<file path="config.mk">
export PLATFORM = sky130hd
export DESIGN_NAME = rtc_irq_out
export DESIGN_NICKNAME = d
export VERILOG_FILES = /design/src/rtc_irq_pkg.sv /design/src/rtc_irq_out.sv
export VERILOG_INCLUDE_DIRS = /design/src /design/src/src
export SDC_FILE = /design/constraint.sdc
export NUM_CORES = 1
export LEC_CHECK = 0
export BUFFER_PORTS_ARGS = -buffer_cell sky130_fd_sc_hd__buf_2
export CAP_MARGIN = 20
export CORE_MARGIN = 1.5
export CORE_UTILIZATION = 40
export DETAILED_ROUTE_END_ITERATION = 12
export GPL_TIMING_DRIVEN = 0
export HOLD_SLACK_MARGIN = 0.12
export SLEW_MARGIN = 15
export SYNTH_ARGS = -nofsm -noshare
export SYNTH_HDL_FRONTEND = slang
export SYNTH_SLANG_ARGS = --single-unit
</file>
<file path="constraint.sdc">
create_clock -name clock -period 2.4 [get_ports clock]
set_input_delay 0.48 -clock clock [delete_from_list [all_inputs] [get_ports clock]]
set_output_delay 0.48 -clock clock [all_outputs]
set_load 0.1 [all_outputs]
</file>
<file path="src/rtc_irq_params.svh">
// offsets, field positions, reset values and timing counts of the irq block
// assumes an 8-bit register port addressed at the printed byte offsets
`ifndef RTC_IRQ_PARAMS_SVH
`define RTC_IRQ_PARAMS_SVH
`define RTC_FLAGS_ADDR   21'h1FFFF0
`define RTC_CTRL_ADDR    21'h1FFFF6
// event_flags fields
`define FLG_WD           7
`define FLG_AL           6
`define FLG_PF           5
`define FLG_OSC          4
`define FLG_BKF          3
`define FLG_CAL          2
`define FLG_UNLOCK       1
// interrupt_control fields
`define CTL_WD_EN        7
`define CTL_AL_EN        6
`define CTL_PF_EN        5
`define CTL_SQW_EN       4
`define CTL_ACT_HIGH     3
`define CTL_PULSE        2
`define CTL_SEL_HI       1
`define CTL_SEL_LO       0
`define RTC_CTRL_RST     8'h08
`define RTC_FLAGS_RST    8'h00
// prescaler taps: bit k toggles at 32768 / 2**k Hz
`define TAP_1HZ          15
`define TAP_512HZ        6
`define TAP_4096HZ       3
`define TAP_32KHZ        0
// timing
`define RTC_CLK_HZ       200000000
`define RTC_OSC_HZ       32768
`define RTC_HALF_TICK    (`RTC_CLK_HZ / (2 * `RTC_OSC_HZ))
`define RTC_PULSE_MS     200
`define RTC_PULSE_TICKS  ((`RTC_PULSE_MS * 2 * `RTC_OSC_HZ) / 1000)
`endif

</file>
<file path="src/rtc_irq_pkg.sv">
// pin source type used inside the irq block; the bench does not use it
// assumes nothing beyond a SystemVerilog tool
package rtc_irq_pkg;
    typedef enum logic [1:0] {
        SRC_NONE = 2'b00,
        SRC_CAL  = 2'b01,
        SRC_SQW  = 2'b10,
        SRC_IRQ  = 2'b11
    } pin_src_t;
endpackage

</file>
<file path="src/rtc_irq_out.sv">
// interrupt, flag and pin-output logic of a backed-up real-time clock
// assumes event inputs are one-cycle pulses synchronous to clock
`timescale 1ns/10ps
`default_nettype none
`include "rtc_irq_params.svh"

// Overview of operation
// - main supply loss starts a store pulse and moves oscillator to backup.
// - on backup, register reads and writes are blocked; timekeeping continues.
// - backup voltage low sets backup_fail_flag, even while on backup.
// - watchdog, alarm, power fail each own an enable bit and a flag.
// - interrupt only when a flag rises with its enable bit set.
// - pulse mode drives the pin active for about 200 ms.
// - level mode holds the pin active until flags or control are read.
// - no interrupts while running from backup power.
// - interrupts only after recall completes; host ignores pin during holdoff.
// - cleared enable leaves an event affecting only its flag.
// - square_wave_en puts a square wave on the pin over all interrupts.
// - square_freq_sel picks 1 Hz, 512 Hz, 4096 Hz or 32768 Hz.
// - active high means push-pull; active low means open drain.
// - calibration_out puts 512 Hz on the pin ahead of the square wave.
// - calibration_out clears at every power-up.
// - flags read clears the watchdog, alarm and power fail flags and releases the pin, cutting pulses short.
// - pin priority: calibration, square wave, interrupts, else high impedance.
// - timeout, alarm match and power fail set their flags.
// - power-up loads all flags with zero; osc_stopped then sets osc_fail_flag.
// - square wave suppressed while on backup power.
// - calibration clock toggles at nominal 512 Hz.
module rtc_irq_out #(
    parameter int ADDR_W   = 21,
    parameter int PULSE_W  = 16,
    parameter int HALF_W   = 12,
    parameter logic [PULSE_W-1:0] PULSE_TICKS = PULSE_W'(`RTC_PULSE_TICKS),
    parameter logic [HALF_W-1:0]  HALF_TICK   = HALF_W'(`RTC_HALF_TICK)
) (
    // clock and reset
    input  wire logic              clock,
    input  wire logic              sys_rst,
    // register port
    input  wire logic [ADDR_W-1:0] reg_addr,
    input  wire logic [7:0]        reg_wdata,
    input  wire logic              reg_wr,
    input  wire logic              reg_rd,
    output logic      [7:0]        reg_rdata,
    // supply and status
    input  wire logic              vcc_ok,
    input  wire logic              backup_low,
    input  wire logic              recall_done,
    input  wire logic              osc_stopped,
    // event sources
    input  wire logic              watchdog_timeout,
    input  wire logic              alarm_match,
    input  wire logic              power_fail,
    // power control
    output logic                   store_start,
    output logic                   osc_on_backup,
    output logic                   host_blocked,
    // interrupt pin
    output logic                   irq_out,
    output logic                   irq_oe_n
);

    // ----------------------------------------
    // register state
    // ----------------------------------------
    logic [7:0]         ctrl_q;
    logic               wd_flag_q;
    logic               al_flag_q;
    logic               pf_flag_q;
    logic               osc_fail_q;
    logic               bk_fail_q;
    logic               cal_q;
    logic               unlock_q;
    logic [7:0]         rdata_q;
    logic               vcc_prev_q;
    logic               store_q;
    logic               backup_q;
    logic               blocked_q;
    logic               irq_hold_q;
    logic [PULSE_W-1:0] pulse_cnt_q;
    logic [HALF_W-1:0]  half_cnt_q;
    logic [15:0]        presc_q;
    logic               out_q;
    logic               oe_n_q;
    rtc_irq_pkg::pin_src_t src_q;

    logic               flags_hit;
    logic               ctrl_hit;
    logic               flags_rd;
    logic               host_rd;
    logic               flags_wr;
    logic               ctrl_wr;
    logic               irq_req;
    logic               irq_assert;
    logic               tick;
    logic [7:0]         flags_v;
    logic               wave;
    logic               lvl;
    logic               out_d;
    logic               oe_n_d;
    rtc_irq_pkg::pin_src_t src_d;

    // ----------------------------------------
    // access decode
    // ----------------------------------------
    assign flags_hit = (reg_addr == ADDR_W'(`RTC_FLAGS_ADDR));
    assign ctrl_hit  = (reg_addr == ADDR_W'(`RTC_CTRL_ADDR));
    // host sees nothing of the block while on backup
    assign flags_rd  = reg_rd && vcc_ok && flags_hit;
    assign host_rd   = reg_rd && vcc_ok && (flags_hit || ctrl_hit);
    assign flags_wr  = reg_wr && vcc_ok && flags_hit;
    assign ctrl_wr   = reg_wr && vcc_ok && ctrl_hit;

    assign flags_v = {wd_flag_q, al_flag_q, pf_flag_q, osc_fail_q,
                      bk_fail_q, cal_q, unlock_q, 1'b0};

    always_ff @(posedge clock) begin
        if (sys_rst) begin
            rdata_q <= 8'h00;
        end else if (host_rd) begin
            rdata_q <= flags_hit ? flags_v : ctrl_q;
        end else begin
            rdata_q <= 8'h00;
        end
    end

    always_ff @(posedge clock) begin
        if (sys_rst) begin
            ctrl_q <= `RTC_CTRL_RST;
        end else if (ctrl_wr) begin
            ctrl_q <= reg_wdata;
        end
    end

    // ----------------------------------------
    // event flags
    // ----------------------------------------
    // a set in the same cycle as the clearing read wins, so no event is lost
    always_ff @(posedge clock) begin
        if (sys_rst) begin
            wd_flag_q <= 1'b0;
            al_flag_q <= 1'b0;
            pf_flag_q <= 1'b0;
        end else begin
            wd_flag_q <= watchdog_timeout | (wd_flag_q & ~flags_rd);
            al_flag_q <= alarm_match | (al_flag_q & ~flags_rd);
            pf_flag_q <= power_fail | (pf_flag_q & ~flags_rd);
        end
    end

    // writable status bits need the unlock bit set on an earlier write
    always_ff @(posedge clock) begin
        if (sys_rst) begin
            unlock_q   <= 1'b0;
            cal_q      <= 1'b0;
            osc_fail_q <= 1'b0;
            bk_fail_q  <= 1'b0;
        end else begin
            if (flags_wr) begin
                unlock_q <= reg_wdata[`FLG_UNLOCK];
            end
            if (flags_wr && unlock_q) begin
                cal_q <= reg_wdata[`FLG_CAL];
            end
            if (osc_stopped) begin
                osc_fail_q <= 1'b1;
            end else if (flags_wr && unlock_q) begin
                osc_fail_q <= reg_wdata[`FLG_OSC];
            end
            // monitored on backup too, so the flag is there at power-up
            if (backup_low) begin
                bk_fail_q <= 1'b1;
            end else if (flags_wr && unlock_q) begin
                bk_fail_q <= reg_wdata[`FLG_BKF];
            end
        end
    end

    // ----------------------------------------
    // power switch-over
    // ----------------------------------------
    always_ff @(posedge clock) begin
        if (sys_rst) begin
            vcc_prev_q <= 1'b1;
            store_q    <= 1'b0;
            backup_q   <= 1'b0;
            blocked_q  <= 1'b0;
        end else begin
            vcc_prev_q <= vcc_ok;
            store_q    <= vcc_prev_q & ~vcc_ok;
            backup_q   <= ~vcc_ok;
            blocked_q  <= ~vcc_ok;
        end
    end

    // ----------------------------------------
    // oscillator prescaler
    // ----------------------------------------
    // one tick per half period of the 32.768 kHz oscillator
    assign tick = (half_cnt_q == HALF_W'(0));

    always_ff @(posedge clock) begin
        if (sys_rst) begin
            half_cnt_q <= HALF_TICK - HALF_W'(1);
            presc_q    <= 16'h0000;
        end else begin
            half_cnt_q <= tick ? HALF_TICK - HALF_W'(1) : half_cnt_q - HALF_W'(1);
            if (tick) begin
                presc_q <= presc_q + 16'h0001;
            end
        end
    end

    // ----------------------------------------
    // interrupt request and hold
    // ----------------------------------------
    assign irq_req = ((watchdog_timeout & ctrl_q[`CTL_WD_EN])
                    | (alarm_match & ctrl_q[`CTL_AL_EN])
                    | (power_fail & ctrl_q[`CTL_PF_EN]))
                   & vcc_ok
                   & recall_done;

    assign irq_assert = irq_hold_q | (pulse_cnt_q != PULSE_W'(0));

    // level mode: held until flags or control read
    always_ff @(posedge clock) begin
        if (sys_rst) begin
            irq_hold_q <= 1'b0;
        end else begin
            irq_hold_q <= (irq_req & ~ctrl_q[`CTL_PULSE])
                        | (irq_hold_q & ~host_rd);
        end
    end

    // pulse mode: counted in oscillator ticks, cut short by a flags read
    always_ff @(posedge clock) begin
        if (sys_rst) begin
            pulse_cnt_q <= PULSE_W'(0);
        end else if (irq_req && ctrl_q[`CTL_PULSE]) begin
            pulse_cnt_q <= PULSE_TICKS;
        end else if (flags_rd) begin
            pulse_cnt_q <= PULSE_W'(0);
        end else if (tick && pulse_cnt_q != PULSE_W'(0)) begin
            pulse_cnt_q <= pulse_cnt_q - PULSE_W'(1);
        end
    end

    // ----------------------------------------
    // pin source and driver
    // ----------------------------------------
    always_comb begin
        src_d = rtc_irq_pkg::SRC_NONE;
        wave  = 1'b0;
        if (!vcc_ok) begin
            src_d = rtc_irq_pkg::SRC_NONE;
        end else if (cal_q) begin
            src_d = rtc_irq_pkg::SRC_CAL;
        end else if (ctrl_q[`CTL_SQW_EN]) begin
            src_d = rtc_irq_pkg::SRC_SQW;
        end else if (|ctrl_q[`CTL_WD_EN:`CTL_PF_EN]) begin
            src_d = rtc_irq_pkg::SRC_IRQ;
        end
        case ({ctrl_q[`CTL_SEL_HI], ctrl_q[`CTL_SEL_LO]})
            2'b00:   wave = presc_q[`TAP_1HZ];
            2'b01:   wave = presc_q[`TAP_512HZ];
            2'b10:   wave = presc_q[`TAP_4096HZ];
            2'b11:   wave = presc_q[`TAP_32KHZ];
            default: wave = 1'b0;
        endcase
    end

    // lvl is the wanted pin level; open drain can only pull it low
    always_comb begin
        lvl    = 1'b1;
        out_d  = 1'b0;
        oe_n_d = 1'b1;
        case (src_d)
            rtc_irq_pkg::SRC_CAL: lvl = presc_q[`TAP_512HZ];
            rtc_irq_pkg::SRC_SQW: lvl = wave;
            rtc_irq_pkg::SRC_IRQ: lvl = ctrl_q[`CTL_ACT_HIGH] ? irq_assert : ~irq_assert;
            default:              lvl = 1'b1;
        endcase
        if (src_d != rtc_irq_pkg::SRC_NONE) begin
            if (ctrl_q[`CTL_ACT_HIGH]) begin
                out_d  = lvl;
                oe_n_d = 1'b0;
            end else begin
                out_d  = 1'b0;
                oe_n_d = lvl;
            end
        end
    end

    always_ff @(posedge clock) begin
        if (sys_rst) begin
            src_q  <= rtc_irq_pkg::SRC_NONE;
            out_q  <= 1'b0;
            oe_n_q <= 1'b1;
        end else begin
            src_q  <= src_d;
            out_q  <= out_d;
            oe_n_q <= oe_n_d;
        end
    end

    assign reg_rdata     = rdata_q;
    assign store_start   = store_q;
    assign osc_on_backup = backup_q;
    assign host_blocked  = blocked_q;
    assign irq_out       = out_q;
    assign irq_oe_n      = oe_n_q;

    // ----------------------------------------
    // checks
    // ----------------------------------------
    AST_STORE_PULSE: assert property (@(posedge clock) disable iff (sys_rst)
        $fell(vcc_ok) |=> store_q ##1 !store_q)
        else $error("store pulse missing on supply loss");

    AST_BACKUP_NO_WRITE: assert property (@(posedge clock) disable iff (sys_rst)
        (!vcc_ok && reg_wr) |=> $stable(ctrl_q))
        else $error("register written on backup");

    AST_BACKUP_FAIL: assert property (@(posedge clock) disable iff (sys_rst)
        backup_low |=> bk_fail_q)
        else $error("backup fail flag not set");

    AST_DISABLED_SOURCE: assert property (@(posedge clock) disable iff (sys_rst)
        (alarm_match && !ctrl_q[`CTL_AL_EN] && !watchdog_timeout && !power_fail
         && !irq_assert) |=> (!irq_assert && al_flag_q))
        else $error("disabled source touched the pin");

    AST_PULSE_LOAD: assert property (@(posedge clock) disable iff (sys_rst)
        (irq_req && ctrl_q[`CTL_PULSE]) |=> (pulse_cnt_q == PULSE_TICKS && !irq_hold_q))
        else $error("pulse not loaded with full width");

    AST_NO_IRQ_BACKUP: assert property (@(posedge clock) disable iff (sys_rst)
        !vcc_ok |=> (oe_n_q && src_q == rtc_irq_pkg::SRC_NONE))
        else $error("pin driven on backup");

    AST_HOLDOFF: assert property (@(posedge clock) disable iff (sys_rst)
        (!recall_done && !irq_assert) |=> !irq_assert)
        else $error("interrupt before recall done");

    AST_CAL_FIRST: assert property (@(posedge clock) disable iff (sys_rst)
        (cal_q && vcc_ok) |=> (src_q == rtc_irq_pkg::SRC_CAL))
        else $error("calibration clock not selected");

    AST_SQW_OVER_IRQ: assert property (@(posedge clock) disable iff (sys_rst)
        (!cal_q && vcc_ok && ctrl_q[`CTL_SQW_EN]) |=> (src_q == rtc_irq_pkg::SRC_SQW))
        else $error("square wave not selected");

    AST_READ_CLEARS: assert property (@(posedge clock) disable iff (sys_rst)
        (flags_rd && !watchdog_timeout && !alarm_match && !power_fail)
        |=> (!wd_flag_q && !al_flag_q && !pf_flag_q && pulse_cnt_q == PULSE_W'(0)))
        else $error("flags read did not clear");

    AST_SET_WINS: assert property (@(posedge clock) disable iff (sys_rst)
        (flags_rd && alarm_match) |=> al_flag_q)
        else $error("event lost against clearing read");

    AST_LEVEL_HOLD: assert property (@(posedge clock) disable iff (sys_rst)
        (irq_hold_q && !host_rd) |=> irq_hold_q)
        else $error("level interrupt dropped without read");

endmodule
`default_nettype wire

</file>
Word level (Yosys, flattened, before mapping)

Index checks and enable logic that the tools add are counted.

$add $sub $neg: 3
Multiply operators: 0
Divide/modulo/power cells: 0
$lt $le $gt $ge: 0
Equality and inequality tests: 8
Shift-type cells: 0
Muxes and demuxes: 16
Bitwise logic cells: 25
Reduce and logical (&&, ||, !) cells: 24

Operator list:

| kind                  | count |
|---|---|
| $eq 21x21->1 const B  | 2 |
| $mux 14               | 3 |
| $add 16x1->16 const B | 1 |
| $reduce_bool 16->1    | 1 |
| $sub 16x1->16 const B | 1 |
| $logic_not 12->1      | 1 |
| $reduce_or 3->1       | 4 |
| $sub 12x1->12 const B | 1 |
| $and 1x1->1           | 11 |
| $logic_and 1x1->1     | 9 |
| $eq 2x2->1 const B    | 4 |
| $mux 2                | 4 |
| $mux 8                | 1 |
| $not 1->1             | 7 |
| $or 1x1->1            | 7 |
| $mux 1                | 6 |
| $reduce_bool 2->1     | 3 |
| $reduce_or 2->1       | 3 |
| $eq 2x1->1 const B    | 2 |
| $pmux 1 s4            | 1 |
| $pmux 1 s3            | 1 |
| $reduce_bool 3->1     | 1 |
| $logic_not 2->1       | 1 |
| $logic_or 1x1->1      | 1 |

Flip-flop bits (word level): 73
Bits in latches: 0
RAM bits: 0
Memory bits (read-only): 0
Input bits: 40
Output and inout bits: 13
Word-level logic and storage cells: 96
Memories: 0

Depth between registers and ports, before layout

Gate-level depths: netlist of run 1.

Word-level depth: 8
Depth in mapped cells: 8
Mapped depth without buffers: 7

Least setup slack after synthesis of run 1

Ideal clock, no wire load.

Path type: flip-flop to flip-flop
From: register pulse_cnt_q[0]
To: register pulse_cnt_q[1]
Library setup time: 103 ps
Data arrival time: 2117 ps
Required time: 2297 ps
Slack: 180 ps
Cell stages (with the launch flop): 8
Buffers on the path: 1
Clock period less this slack: 2220 ps
Path through: dfxtp_1 -> inv_1 -> ha_1 -> or3b_2 -> or4_4 -> buf_6 -> and4_4 -> a2111oi_2

Longest elaborated chain between the ends: 4
Elaborated cells between the ends (all ways): 7
Those cells by class: add/sub: 1; mux: 3; reduce/logical: 3

Ends and longest elaborated chain:

| what                     | RTL line           | text |
|---|---|---|
| start: declaration       | rtc_irq_out.sv:80  | `logic [PULSE_W-1:0] pulse_cnt_q;` |
| start signal: assignment | rtc_irq_out.sv:244 | `pulse_cnt_q <= pulse_cnt_q - PULSE_W'(1);` |
| $sub 16x1->16            | rtc_irq_out.sv:244 |  |
| $mux 14                  | rtc_irq_out.sv:243 | `end else if (tick && pulse_cnt_q != PULSE_W'(0)) begin` |
| $mux 14                  | rtc_irq_out.sv:241 | `end else if (flags_rd) begin` |
| $mux 14                  | rtc_irq_out.sv:239 | `` end else if (irq_req && ctrl_q[`CTL_PULSE]) begin `` |

Several ways; a longest one is shown, not always the timed one. The select of a mux whose other input is x is not followed.
A chain may end at the register's enable or synchronous reset.

Final worst setup path of run 1

From: register pulse_cnt_q[0]
To: register pulse_cnt_q[9]

The elaborated chain is that of the path after synthesis.

==> out/results.md, run 1 <==
* count of input and output buffers: 52
* maximum number of pins on one net before global-route repair: 17
* crit-path leading delay family: simple AND/OR/NAND/NOR gates
* Hold Violations, Final: 0
* result of the run: complete, no violations
* number of global-route vias before repair: 2567
* Static Leak: 1.64 nW
* grt ovf: 0
* global routing usage on met1: 21.8%
* number of antenna violations at the first check in global routing: 0
* post-route worst setup slack: 69.4 ps
* crit-path cells: inv_2 -> ha_1 -> or3b_2 -> or4_4 -> buf_6 -> nand2_1 -> mux2i_1 -> o311ai_2
* final setup skew: 9.30 ps
* critical path endpoint category: register
* FP Rows: 32
* Internal Dissipation: 1.69 mW
* Detailed Route WL: 7180 um
* Routed wire per std cell: 13.1 um
* iteration-0 DRC count of the detailed router: 102
* clock buffer depth: 2
* post-synth net total: 422
* Crit Path Class: reg2reg
* Async S/R FF share, synth: 0%
* pre-CTS setup slack: -262 ps
* Slew Limit Headroom: 61.2%
* initial standard-cell utilization of the core: 42.1%
* Worst Path Required: 2610 ps
* Layout area overhead: 19.0%
* final critical delay including setup and external delays: 2330 ps
* overall routing resource usage: 17.0%
* total iterations of the first detailed-routing run: 4
* sw power: 0.628 mW
* number of buffers created by CTS: 9
* number of sinks handled by clock tree synthesis: 73
* remaining number of nets flagged by the antenna check after routing: 0
* Root Driver: clkbuf_8
* Switching Fraction: 27.2%
* CTS H-tree lvls: 3
* routed via count: 2834
* vertical die dimension: 93.9 um
* Most Crowded Layer GR: met2
* class of the most critical hold timing path: in2reg
* met2 demand-to-capacity share in global routing: 27.1%
* data arrival time of the critical path: 2550 ps
* category of the worst setup path launch point: register
* clock power share: 40.6%
* Synth Area per Inst: 8.77 um^2
* Setup TNS: 0 ps
* via density per instance: 5.16
* Largest stage delay, worst path: 530 ps
* final number of max-transition violations: 0
* first-pass GRT wire length: 11700 um
* layout cell share with drive strength beyond 1: 20.1%
* Power per Cell Area: 588 mW/mm^2
* final count of negative-setup-slack endpoints: 0
* die outline width: 93.9 um
* Ports: 53
* area of the placeable core: 0.00785 mm^2
* Crit-path slowest cell: or4_4
* gpl congestion: 0.818
* worst path bufs/invs: 2
* count of max-cap constraint violations: 0
* detailed-route DRC error count: 0
* critical path peak fanout: 10
* count of flip-flops with a built-in enable after synthesis: 0
* Fmax achieved: 429 MHz
* maximum ir drop on the vdd rail: 0.311 mV
* portion of the post-synthesis area used by sequential elements: 44.2%
* number of flip-flops and latches in the synthesized netlist: 73
* worst-margin pin slew: 580 ps
* Clk pin slew, worst setup/hold paths: 90 ps
* number of fillers in the final layout: 796
* synth warn: 0
* die outline area: 0.00882 mm^2
* count of hold buffers inserted by post-cts repair: 0
* unrepaired setup endpoints after global routing: yes
* cells after synthesis: 377
* fraction of the cycle the final worst path needs: 97.1%
* Layout Nets: 487
* Post-DP HPWL: 5280 um
* combinational group share of total power: 5.6%
* met3 global-route usage: 3.80%
* Synth Flop Type: dfxtp_1
* number of distinct library cell variants in the gate-level netlist after synthesis: 48
* ANT cells: 0
* area of the mapped netlist: 0.00331 mm^2
* clock tree from TritonCTS: built
* Seq pwr share: 53.8%
* worst skew pair latency: 350 ps
final timing paths:
check,startpoint,endpoint,slack (ps),cells after the start
hold reg to reg,vcc_prev_q,store_start,440,1
hold / removal,watchdog_timeout,wd_flag_q,350,3
setup reg to reg,pulse_cnt_q[0],pulse_cnt_q[9],70,8
setup / recovery,pulse_cnt_q[0],pulse_cnt_q[9],70,8
layer usage:
| layer | share of wire, % | vias to the layer above |
|---|---|---|
| met5 | 0 | - |
| met1 | 49 | 1291 |
| met3 | 5.4 | 11 |
| met4 | 2.0 | 0 |
| li1 | - | 1463 |
| met2 | 44 | 69 |
placed cells by master, fill, tap and decap left out, types with 2 or more instances in the layout:
cell type | Yosys | layout
dfxtp_1 | 73 | 72
inv_8 | 0 | 2
and4_1 | 2 | 2
nor2_1 | 60 | 60
clkbuf_8 | 0 | 9
a211oi_1 | 2 | 2
xnor2_1 | 15 | 15
nor4_2 | 2 | 3
or4_1 | 3 | 3
nand2b_1 | 2 | 2
nand2_1 | 32 | 32
inv_1 | 9 | 7
nor4_1 | 12 | 10
ha_1 | 5 | 5
inv_2 | 0 | 2
nor3_1 | 16 | 16
nand4_1 | 15 | 15
buf_4 | 1 | 3
nor2b_1 | 2 | 2
o21ai_0 | 10 | 10
a21o_1 | 2 | 2
buf_2 | 1 | 54
or2_2 | 2 | 2
and2_1 | 3 | 3
clkbuf_1 | 7 | 7
xor2_1 | 17 | 17
nand3_1 | 19 | 19
and3_1 | 5 | 5
mux2i_1 | 18 | 18
a21oi_1 | 12 | 12
or3_1 | 10 | 10
inv_6 | 0 | 4
kinds of logic after synthesis:
| group | Yosys count | share of synthesized area (%) |
|---|---|---|
| AND/OR/NAND/NOR | 193 | 29.6 |
| flip-flops | 73 | 44.2 |
| AO/OA/AOI/OAI | 35 | 7.08 |
| XOR/XNOR | 32 | 8.48 |
| buffers and inverters | 20 | 2.65 |
| multiplexers | 19 | 6.13 |
| adder cells (fa/ha/maj) | 5 | 1.89 |
repair_timing:
action,in CTS,in global routing
setup endpoints to repair,8,21
gates resized for setup,1,7
endpoints found under the hold margin,0,0
pin swaps,1,0
buffers inserted,2,0
synthesized netlist by cell type, types with 2 or more instances:
| master | number | area, um^2 |
|---|---|---|
| ha_1 | 5 | 62.6 |
| clkbuf_1 | 7 | 26.3 |
| and4_1 | 2 | 17.5 |
| a21oi_1 | 12 | 60.1 |
| nand4_1 | 15 | 93.8 |
| nand2_1 | 32 | 120 |
| dfxtp_1 | 73 | 1460 |
| nor2b_1 | 2 | 12.5 |
| nand3_1 | 19 | 95.1 |
| or2_2 | 2 | 12.5 |
| nor2_1 | 60 | 225 |
| inv_1 | 9 | 33.8 |
| xor2_1 | 17 | 149 |
| nor4_2 | 2 | 25.0 |
| mux2i_1 | 18 | 180 |
| and2_1 | 3 | 18.8 |
| a21o_1 | 2 | 15.0 |
| and3_1 | 5 | 31.3 |
| nand2b_1 | 2 | 12.5 |
| nor4_1 | 12 | 75.1 |
| o21ai_0 | 10 | 50.1 |
| xnor2_1 | 15 | 131 |
| or4_1 | 3 | 22.5 |
| or3_1 | 10 | 62.6 |
| nor3_1 | 16 | 80.1 |
| a211oi_1 | 2 | 15.0 |
power by group through the flow:
| stage | clock, mW | combinational (mW) | sequential, mW |
|---|---|---|---|
| 6_report | 0.939 | 0.130 | 1.24 |
| 5_1_grt | 1.04 | 0.144 | 1.25 |
| 4_1_cts | 0.974 | 0.131 | 1.24 |
| 3_5_place_dp | 0 | 0.131 | 1.27 |
| 3_3_place_gp | 0 | 0.129 | 1.27 |
| 2_1_floorplan | 0 | 0.0615 | 1.28 |
worst register-to-register path, cell delays in order, from the launching register on:
cell and delay (ps):
dfxtp_1 330, inv_2 90, ha_1 160, or3b_2 470, or4_4 530, buf_6 160
nand2_1 110, mux2i_1 260, o311ai_2 100
state kept, by name (all words and copies together) (netlist names), 8 cells and up:
signal,count
ctrl_q,8
half_cnt_q,12
presc_q,16
pulse_cnt_q,16
reg_rdata,8
per-stage QoR:
stage	cells	hold WS (ps)	instance area, um^2	power, mW	utilization, %
4_1_cts	549	331	3900	2.35	49.7
2_1_floorplan	377	406	3310	1.34	-
3_5_place_dp	531	413	3690	1.40	47.1
6_report	549	349	3940	2.31	50.1
3_3_place_gp	531	412	3690	1.40	47.1
5_1_grt	549	350	3940	2.43	50.1
cell type report:
cell class                      count  area (um^2)  area share [%]
Multi-Input combinational cell    284         1790            45.5
Sequential cell                    73         1460            37.2
Timing Repair Buffer               54          275            7.00
Tap cell                          102          128            3.24
Clock buffer                        9          124            3.15
Clock inverter                      7         66.3            1.69
Buffer                             11         55.1            1.40
Inverter                            9         33.8           0.859
Power figures use the tool's default switching activity.
==> inputs of run 2 (changes only) <==
--- a/config.mk
+++ b/config.mk
@@ -9,3 +9,2 @@
 export BUFFER_PORTS_ARGS = -buffer_cell sky130_fd_sc_hd__buf_2
-export CAP_MARGIN = 20
 export CORE_MARGIN = 1.5
==> constraint.sdc (replaced) <==
create_clock -name clock -period 2.4 [get_ports clock]
set_input_delay 0.24 -clock clock [delete_from_list [all_inputs] [get_ports clock]]
set_output_delay 0.24 -clock clock [all_outputs]
set_load 0.1 [all_outputs]
==> run 2 against run 1 <==
Sequential power about the same. Design area up 1.4%. Critical path depth unchanged. Sequential share of layout area down 0.50 points. Via count up 0.85%. Clock skew about the same. Wire length up 0.98%. Largest power group unchanged.
==> out/results.md, run 2 (synthesized netlist as in run 1, its figures left out) <==
* data arrival time of the critical path: 2540 ps, was 2550 ps
* area of the placeable core: 0.00785 mm^2, unchanged
* Slew Limit Headroom: 52.8%, was 61.2%
* critical path endpoint category: register, unchanged
* utilization after layout: 50.8%, was 50.1%
* first-pass GRT wire length: 11900 um, was 11700 um
* gpl congestion: 0.818, unchanged
* clock tree from TritonCTS: built, unchanged
* total iterations of the first detailed-routing run: 5, was 4
* overall routing resource usage: 17.2%, was 17.0%
* remaining number of nets flagged by the antenna check after routing: 0, unchanged
* worst-margin pin slew: 702 ps, was 580 ps
* number of fillers in the final layout: 791, was 796
* iteration-0 DRC count of the detailed router: 85, was 102
* maximum ir drop on the vdd rail: 0.311 mV, about the same
* category of the worst setup path launch point: register, unchanged
* final setup skew: 8.97 ps, was 9.30 ps
* Clk pin slew, worst setup/hold paths: 90 ps, about the same
* final critical delay including setup and external delays: 2320 ps, was 2330 ps
* number of global-route vias before repair: 2585, was 2567
* number of antenna violations at the first check in global routing: 0, unchanged
* critical path peak fanout: 10, unchanged
* Layout area overhead: 20.7%, was 19.0%
* result of the run: complete, no violations, unchanged
* Fmax achieved: 430 MHz, was 429 MHz
* final number of max-transition violations: 0, unchanged
* count of max-cap constraint violations: 0, unchanged
* largest registers: presc_q x16, pulse_cnt_q x16, half_cnt_q x12, unchanged
* maximum number of pins on one net before global-route repair: 17, unchanged
* unrepaired setup endpoints after global routing: yes, unchanged
* die outline area: 0.00882 mm^2, unchanged
* Layout Nets: 493, was 487
* die outline width: 93.9 um, unchanged
* initial standard-cell utilization of the core: 42.1%, unchanged
* layout cell share with drive strength beyond 1: 19.6%, was 20.1%
* commonest non-fill, non-tap cell in the layout: dfxtp_1, unchanged
* CTS H-tree lvls: 3, unchanged
* setup slack on the worst flop-to-flop path: 80 ps, was 70 ps
* worst skew pair latency: 350 ps, about the same
* Setup TNS: 0 ps, unchanged
* grt ovf: 0, unchanged
* Power per Cell Area: 583 mW/mm^2, was 588 mW/mm^2
* Hold Violations, Final: 0, unchanged
* vertical die dimension: 93.9 um, unchanged
* clock buffer depth: 2, unchanged
* number of sinks handled by clock tree synthesis: 73, unchanged
* routed via count: 2858, was 2834
* detailed-route DRC error count: 0, unchanged
* Crit Path Class: reg2reg, unchanged
* Worst Path Required: 2620 ps, was 2610 ps
* Post-DP HPWL: 5280 um, unchanged
* via density per instance: 5.15, was 5.16
* fraction of the cycle the final worst path needs: 96.8%, was 97.1%
* final count of negative-setup-slack endpoints: 0, unchanged
* FP Rows: 32, unchanged
* class of the most critical hold timing path: in2reg, unchanged
* number of buffers created by CTS: 9, unchanged
* Detailed Route WL: 7250 um, was 7180 um
* Static Leak: 1.66 nW, was 1.64 nW
* Root Driver: clkbuf_8, unchanged
* Ports: 53, unchanged
* count of input and output buffers: 52, unchanged
* most used cells in the layout excluding fill and tap cells: dfxtp_1 (72), nor2_1 (60), buf_2 (54), unchanged
* Routed wire per std cell: 13.1 um, about the same
* ANT cells: 0, unchanged
run 2: cell count changes in the layout (fill, tap and decap cells not counted):
cell           delta
dlygate4sd3_1     +6
nor4_1            +1
nor4_2            -1
run 2: final timing paths:
check,startpoint,endpoint,depth (start not counted)
max,pulse_cnt_q[0],pulse_cnt_q[9],8
min,reg_wdata[5],ctrl_q[5],3
max reg2reg,pulse_cnt_q[0],pulse_cnt_q[9],8
min reg2reg,vcc_prev_q,store_start,1
run 2: critical path, cell delays in order, from the launching register on:
cell      delay [ps]
dfxtp_1          330
inv_2             90
ha_1             160
or3b_2           470
or4_4            530
buf_6            160
nand2_1          110
mux2i_1          260
o311ai_2         100
run 2: power breakdown:
part           total [mW]  internal [mW]  switching [mW]
clock network       0.942          0.406           0.536
registers            1.24           1.23          0.0157
logic               0.138         0.0571          0.0806
run 2: what timing repair did:
item	in CTS	in global routing
endpoints found under the setup margin	8	19
setup buffers	2	0
resized for setup	1	6
hold buffers	6	0
hold endpoints to repair	6	0
pin swaps	1	0
run 2: per-stage QoR:
stage / std cells / power, mW / setup WS [ps] / hold WS [ps] / instance area (um^2)
after CTS: 555 / 2.35 / 25.8 / 122 / 3960
after global routing: 555 / 2.43 / -11.7 / 136 / 3990
final: 555 / 2.32 / 75.8 / 132 / 3990
after floorplan: 377 / 1.34 / 180 / 331 / 3310
after global placement: 531 / 1.40 / -75.4 / 412 / 3690
after detailed placement: 531 / 1.40 / -65.8 / 413 / 3690
run 2: metal layers:
metal | part of all wire (%) | GRT usage (%)
met1 | 49 | 22.0
met2 | 44 | 27.6
met3 | 4.9 | 3.72
met4 | 2.0 | 7.96
met5 | 0 | 0
run 2: area by class of cell:
cell class              count  area [um^2]  share of cell area (%)
clock buffers               9          124                    3.11
plain buffers              11         55.1                    1.38
multi-input cells         284         1780                    44.7
flip-flops and latches     73         1460                    36.7
repair buffers             60          335                    8.41
well taps                 102          128                    3.20
clock inverters             7         66.3                    1.66
inverters                   9         33.8                   0.847
==> inputs of run 3 (changes only) <==
- CORE_ASPECT_RATIO: not set -> 0.9
- SKIP_LAST_GASP: not set -> 1
==> run 3 against run 2 <==
The flow now finishes with violations (DRC). Sequential power about the same. Non-clock buffer count decreased by 2. Total power is 4.9% higher. Critical path depth decreased by 2. Fmax up 1.2%. Design area down 0.13%. Worst hold slack improved by 1.4 ps. Largest cell class unchanged. Highest routed layer unchanged.
==> out/results.md, run 3 (synthesized netlist as in run 1, its figures left out) <==
* final number of max-transition violations: 0, unchanged
* total iterations of the first detailed-routing run: 9, was 5
* maximum ir drop on the vdd rail: 0.456 mV, was 0.311 mV
* maximum number of pins on one net before global-route repair: 13, was 17
* worst hold endpoint: ctrl_q[6], was ctrl_q[5]
* ANT cells: 0, unchanged
* number of buffers created by CTS: 9, unchanged
* number of fillers in the final layout: 765, was 791
* remaining number of nets flagged by the antenna check after routing: 0, unchanged
* final setup skew: 11.7 ps, was 8.97 ps
* failing checks: DRC
* area of the placeable core: 0.00803 mm^2, was 0.00785 mm^2
* overall routing resource usage: 18.2%, was 17.2%
* reg-to-reg critical path startpoint: pulse_cnt_q[5], was pulse_cnt_q[0]
* Worst Path Required: 2650 ps, was 2620 ps
* number of cells on the worst hold path: 3, unchanged
* die outline width: 98.8 um, was 93.9 um
* r2r endpoint: pulse_cnt_q[1], was pulse_cnt_q[9]
* fraction of the cycle the final worst path needs: 95.7%, was 96.8%
* die outline area: 0.00882 mm^2, about the same
* Post-DP HPWL: 5310 um, was 5280 um
* detailed-route DRC error count: 9, was 0
* critical path peak fanout: 10, unchanged
* result of the run: complete, but fails checks, was complete, no violations
* first-pass GRT wire length: 12500 um, was 11900 um
* count of input and output buffers: 52, unchanged
* largest registers: presc_q x16, pulse_cnt_q x16, half_cnt_q x12, unchanged
* layout cell share with drive strength beyond 1: 19.3%, was 19.6%
* final count of negative-setup-slack endpoints: 0, unchanged
* Placed Instance Area: 0.00369 mm^2, about the same
* Crit Path Class: reg2reg, unchanged
* most used cells in the layout excluding fill and tap cells: dfxtp_1 (73), nor2_1 (60), buf_2 (54), was dfxtp_1 (72), nor2_1 (60), buf_2 (54)
* number of antenna violations at the first check in global routing: 0, unchanged
* setup slack on the worst flop-to-flop path: 100 ps, was 80 ps
* Hold Violations, Final: 0, unchanged
* count of max-cap constraint violations: 0, unchanged
* unrepaired setup endpoints after global routing: yes, unchanged
* Power per Cell Area: 612 mW/mm^2, was 583 mW/mm^2
* commonest non-fill, non-tap cell in the layout: dfxtp_1, unchanged
* iteration-0 DRC count of the detailed router: 179, was 85
* number of global-route vias before repair: 2698, was 2585
* initial standard-cell utilization of the core: 41.2%, was 42.1%
* clock tree from TritonCTS: built, unchanged
* critical path endpoint category: register, unchanged
* Fmax achieved: 435 MHz, was 430 MHz
* data arrival time of the critical path: 2550 ps, was 2540 ps
* Static Leak: 1.67 nW, was 1.66 nW
* via density per instance: 5.19, was 5.15
* source of the worst hold timing path: reg_wdata[6], was reg_wdata[5]
* Routed wire per std cell: 13.4 um, was 13.1 um
* gpl congestion: 0.816, was 0.818
* Layout area overhead: 20.5%, was 20.7%
* Ports: 53, unchanged
* worst-margin pin slew: 768 ps, was 702 ps
* utilization after layout: 49.6%, was 50.8%
* final instance area: 0.00398 mm^2, was 0.00399 mm^2
* number of placed instances with taps included: 528, was 531
* Slew Limit Headroom: 48.3%, was 52.8%
* CTS H-tree lvls: 3, unchanged
* FP Rows: 31, was 32
* Root Driver: clkbuf_8, unchanged
* clock buffer depth: 2, unchanged
* Detailed Route WL: 7360 um, was 7250 um
* routed via count: 2854, was 2858
* class of the most critical hold timing path: in2reg, unchanged
* number of sinks handled by clock tree synthesis: 73, unchanged
* grt ovf: 0, unchanged
* worst skew pair latency: 350 ps, about the same
* Layout Nets: 491, was 493
* cell depth of the worst flop-to-flop path: 6, was 8
* category of the worst setup path launch point: register, unchanged
* post-route insts no fill: 550, was 555
* post-layout power: 2.44 mW, was 2.32 mW
* Clk pin slew, worst setup/hold paths: 70 ps, was 90 ps
* final critical delay including setup and external delays: 2300 ps, was 2320 ps
* vertical die dimension: 89.2 um, was 93.9 um
-- run 3: cell count changes in the layout (fill, tap and decap cells not counted), sizes merged --
| cell | previous run | this run |
|---|---|---|
| clkinv | 1 | 3 |
| clkbuf | 16 | 18 |
| bufinv | 0 | 2 |
| inv | 15 | 9 |
| dlygate4sd3 | 6 | 4 |
-- run 3: per-layer routing --
metal  track usage (%)  vias up  routed length, um
met5                 0        -                  0
met2              29.2       60               3240
li1                  -     1475                  -
met4              6.49        0                116
met1              23.6     1307               3610
met3              5.47       12                387
-- run 3: timing repair --
| item | in CTS | in global routing |
|---|---|---|
| resized for setup | 1 | 5 |
| gates cloned | 0 | 0 |
| hold buffers | 4 | 0 |
| hold endpoints to repair | 4 | 0 |
| buffers inserted | 2 | 0 |
| pin swaps | 1 | 0 |
| endpoints found under the setup margin | 7 | 14 |
-- run 3: worst max-delay path, stage by stage, from the launching register on --
cell	delay, ps
dfxtp_1	360
or4_1	520
buf_2	170
or4_4	500
buf_6	160
and4_4	190
a2111oi_2	310
-- run 3: stage by stage --
step	TNS (ps)	setup WS (ps)	hold WS, ps
final	0	103	133
after global routing	-4.93	-4.93	139
after CTS	0	26.2	126
after detailed placement	-484	-93.8	410
after global placement	-406	-72.8	412
after floorplan	0	180	331
-- run 3: cell type report --
class	count	area [um^2]	share of cell area [%]
flip-flops and latches	73	1460	36.7
multi-input cells	284	1770	44.5
well taps	99	124	3.11
plain buffers	11	55.1	1.38
clock inverters	5	78.8	1.98
clock buffers	11	141	3.55
inverters	9	33.8	0.848
repair buffers	58	315	7.91
-- run 3: worst max-delay path by stage --
stage,startpoint,to,cells past startpoint
6_report,pulse_cnt_q[5],pulse_cnt_q[1],6
2_1_floorplan,pulse_cnt_q[0],pulse_cnt_q[1],7
3_5_place_dp,reg_addr[0],pulse_cnt_q[11],6
5_1_grt,half_cnt_q[3],pulse_cnt_q[11],6
3_3_place_gp,reg_addr[0],pulse_cnt_q[11],6
4_1_cts,pulse_cnt_q[0],pulse_cnt_q[1],7
-- run 3: power breakdown --
part	internal [mW]	switching, mW	total [mW]
clock	0.612	0.445	1.06
sequential	1.23	0.0163	1.24
combinational	0.0553	0.0802	0.136
total	1.90	0.542	2.44
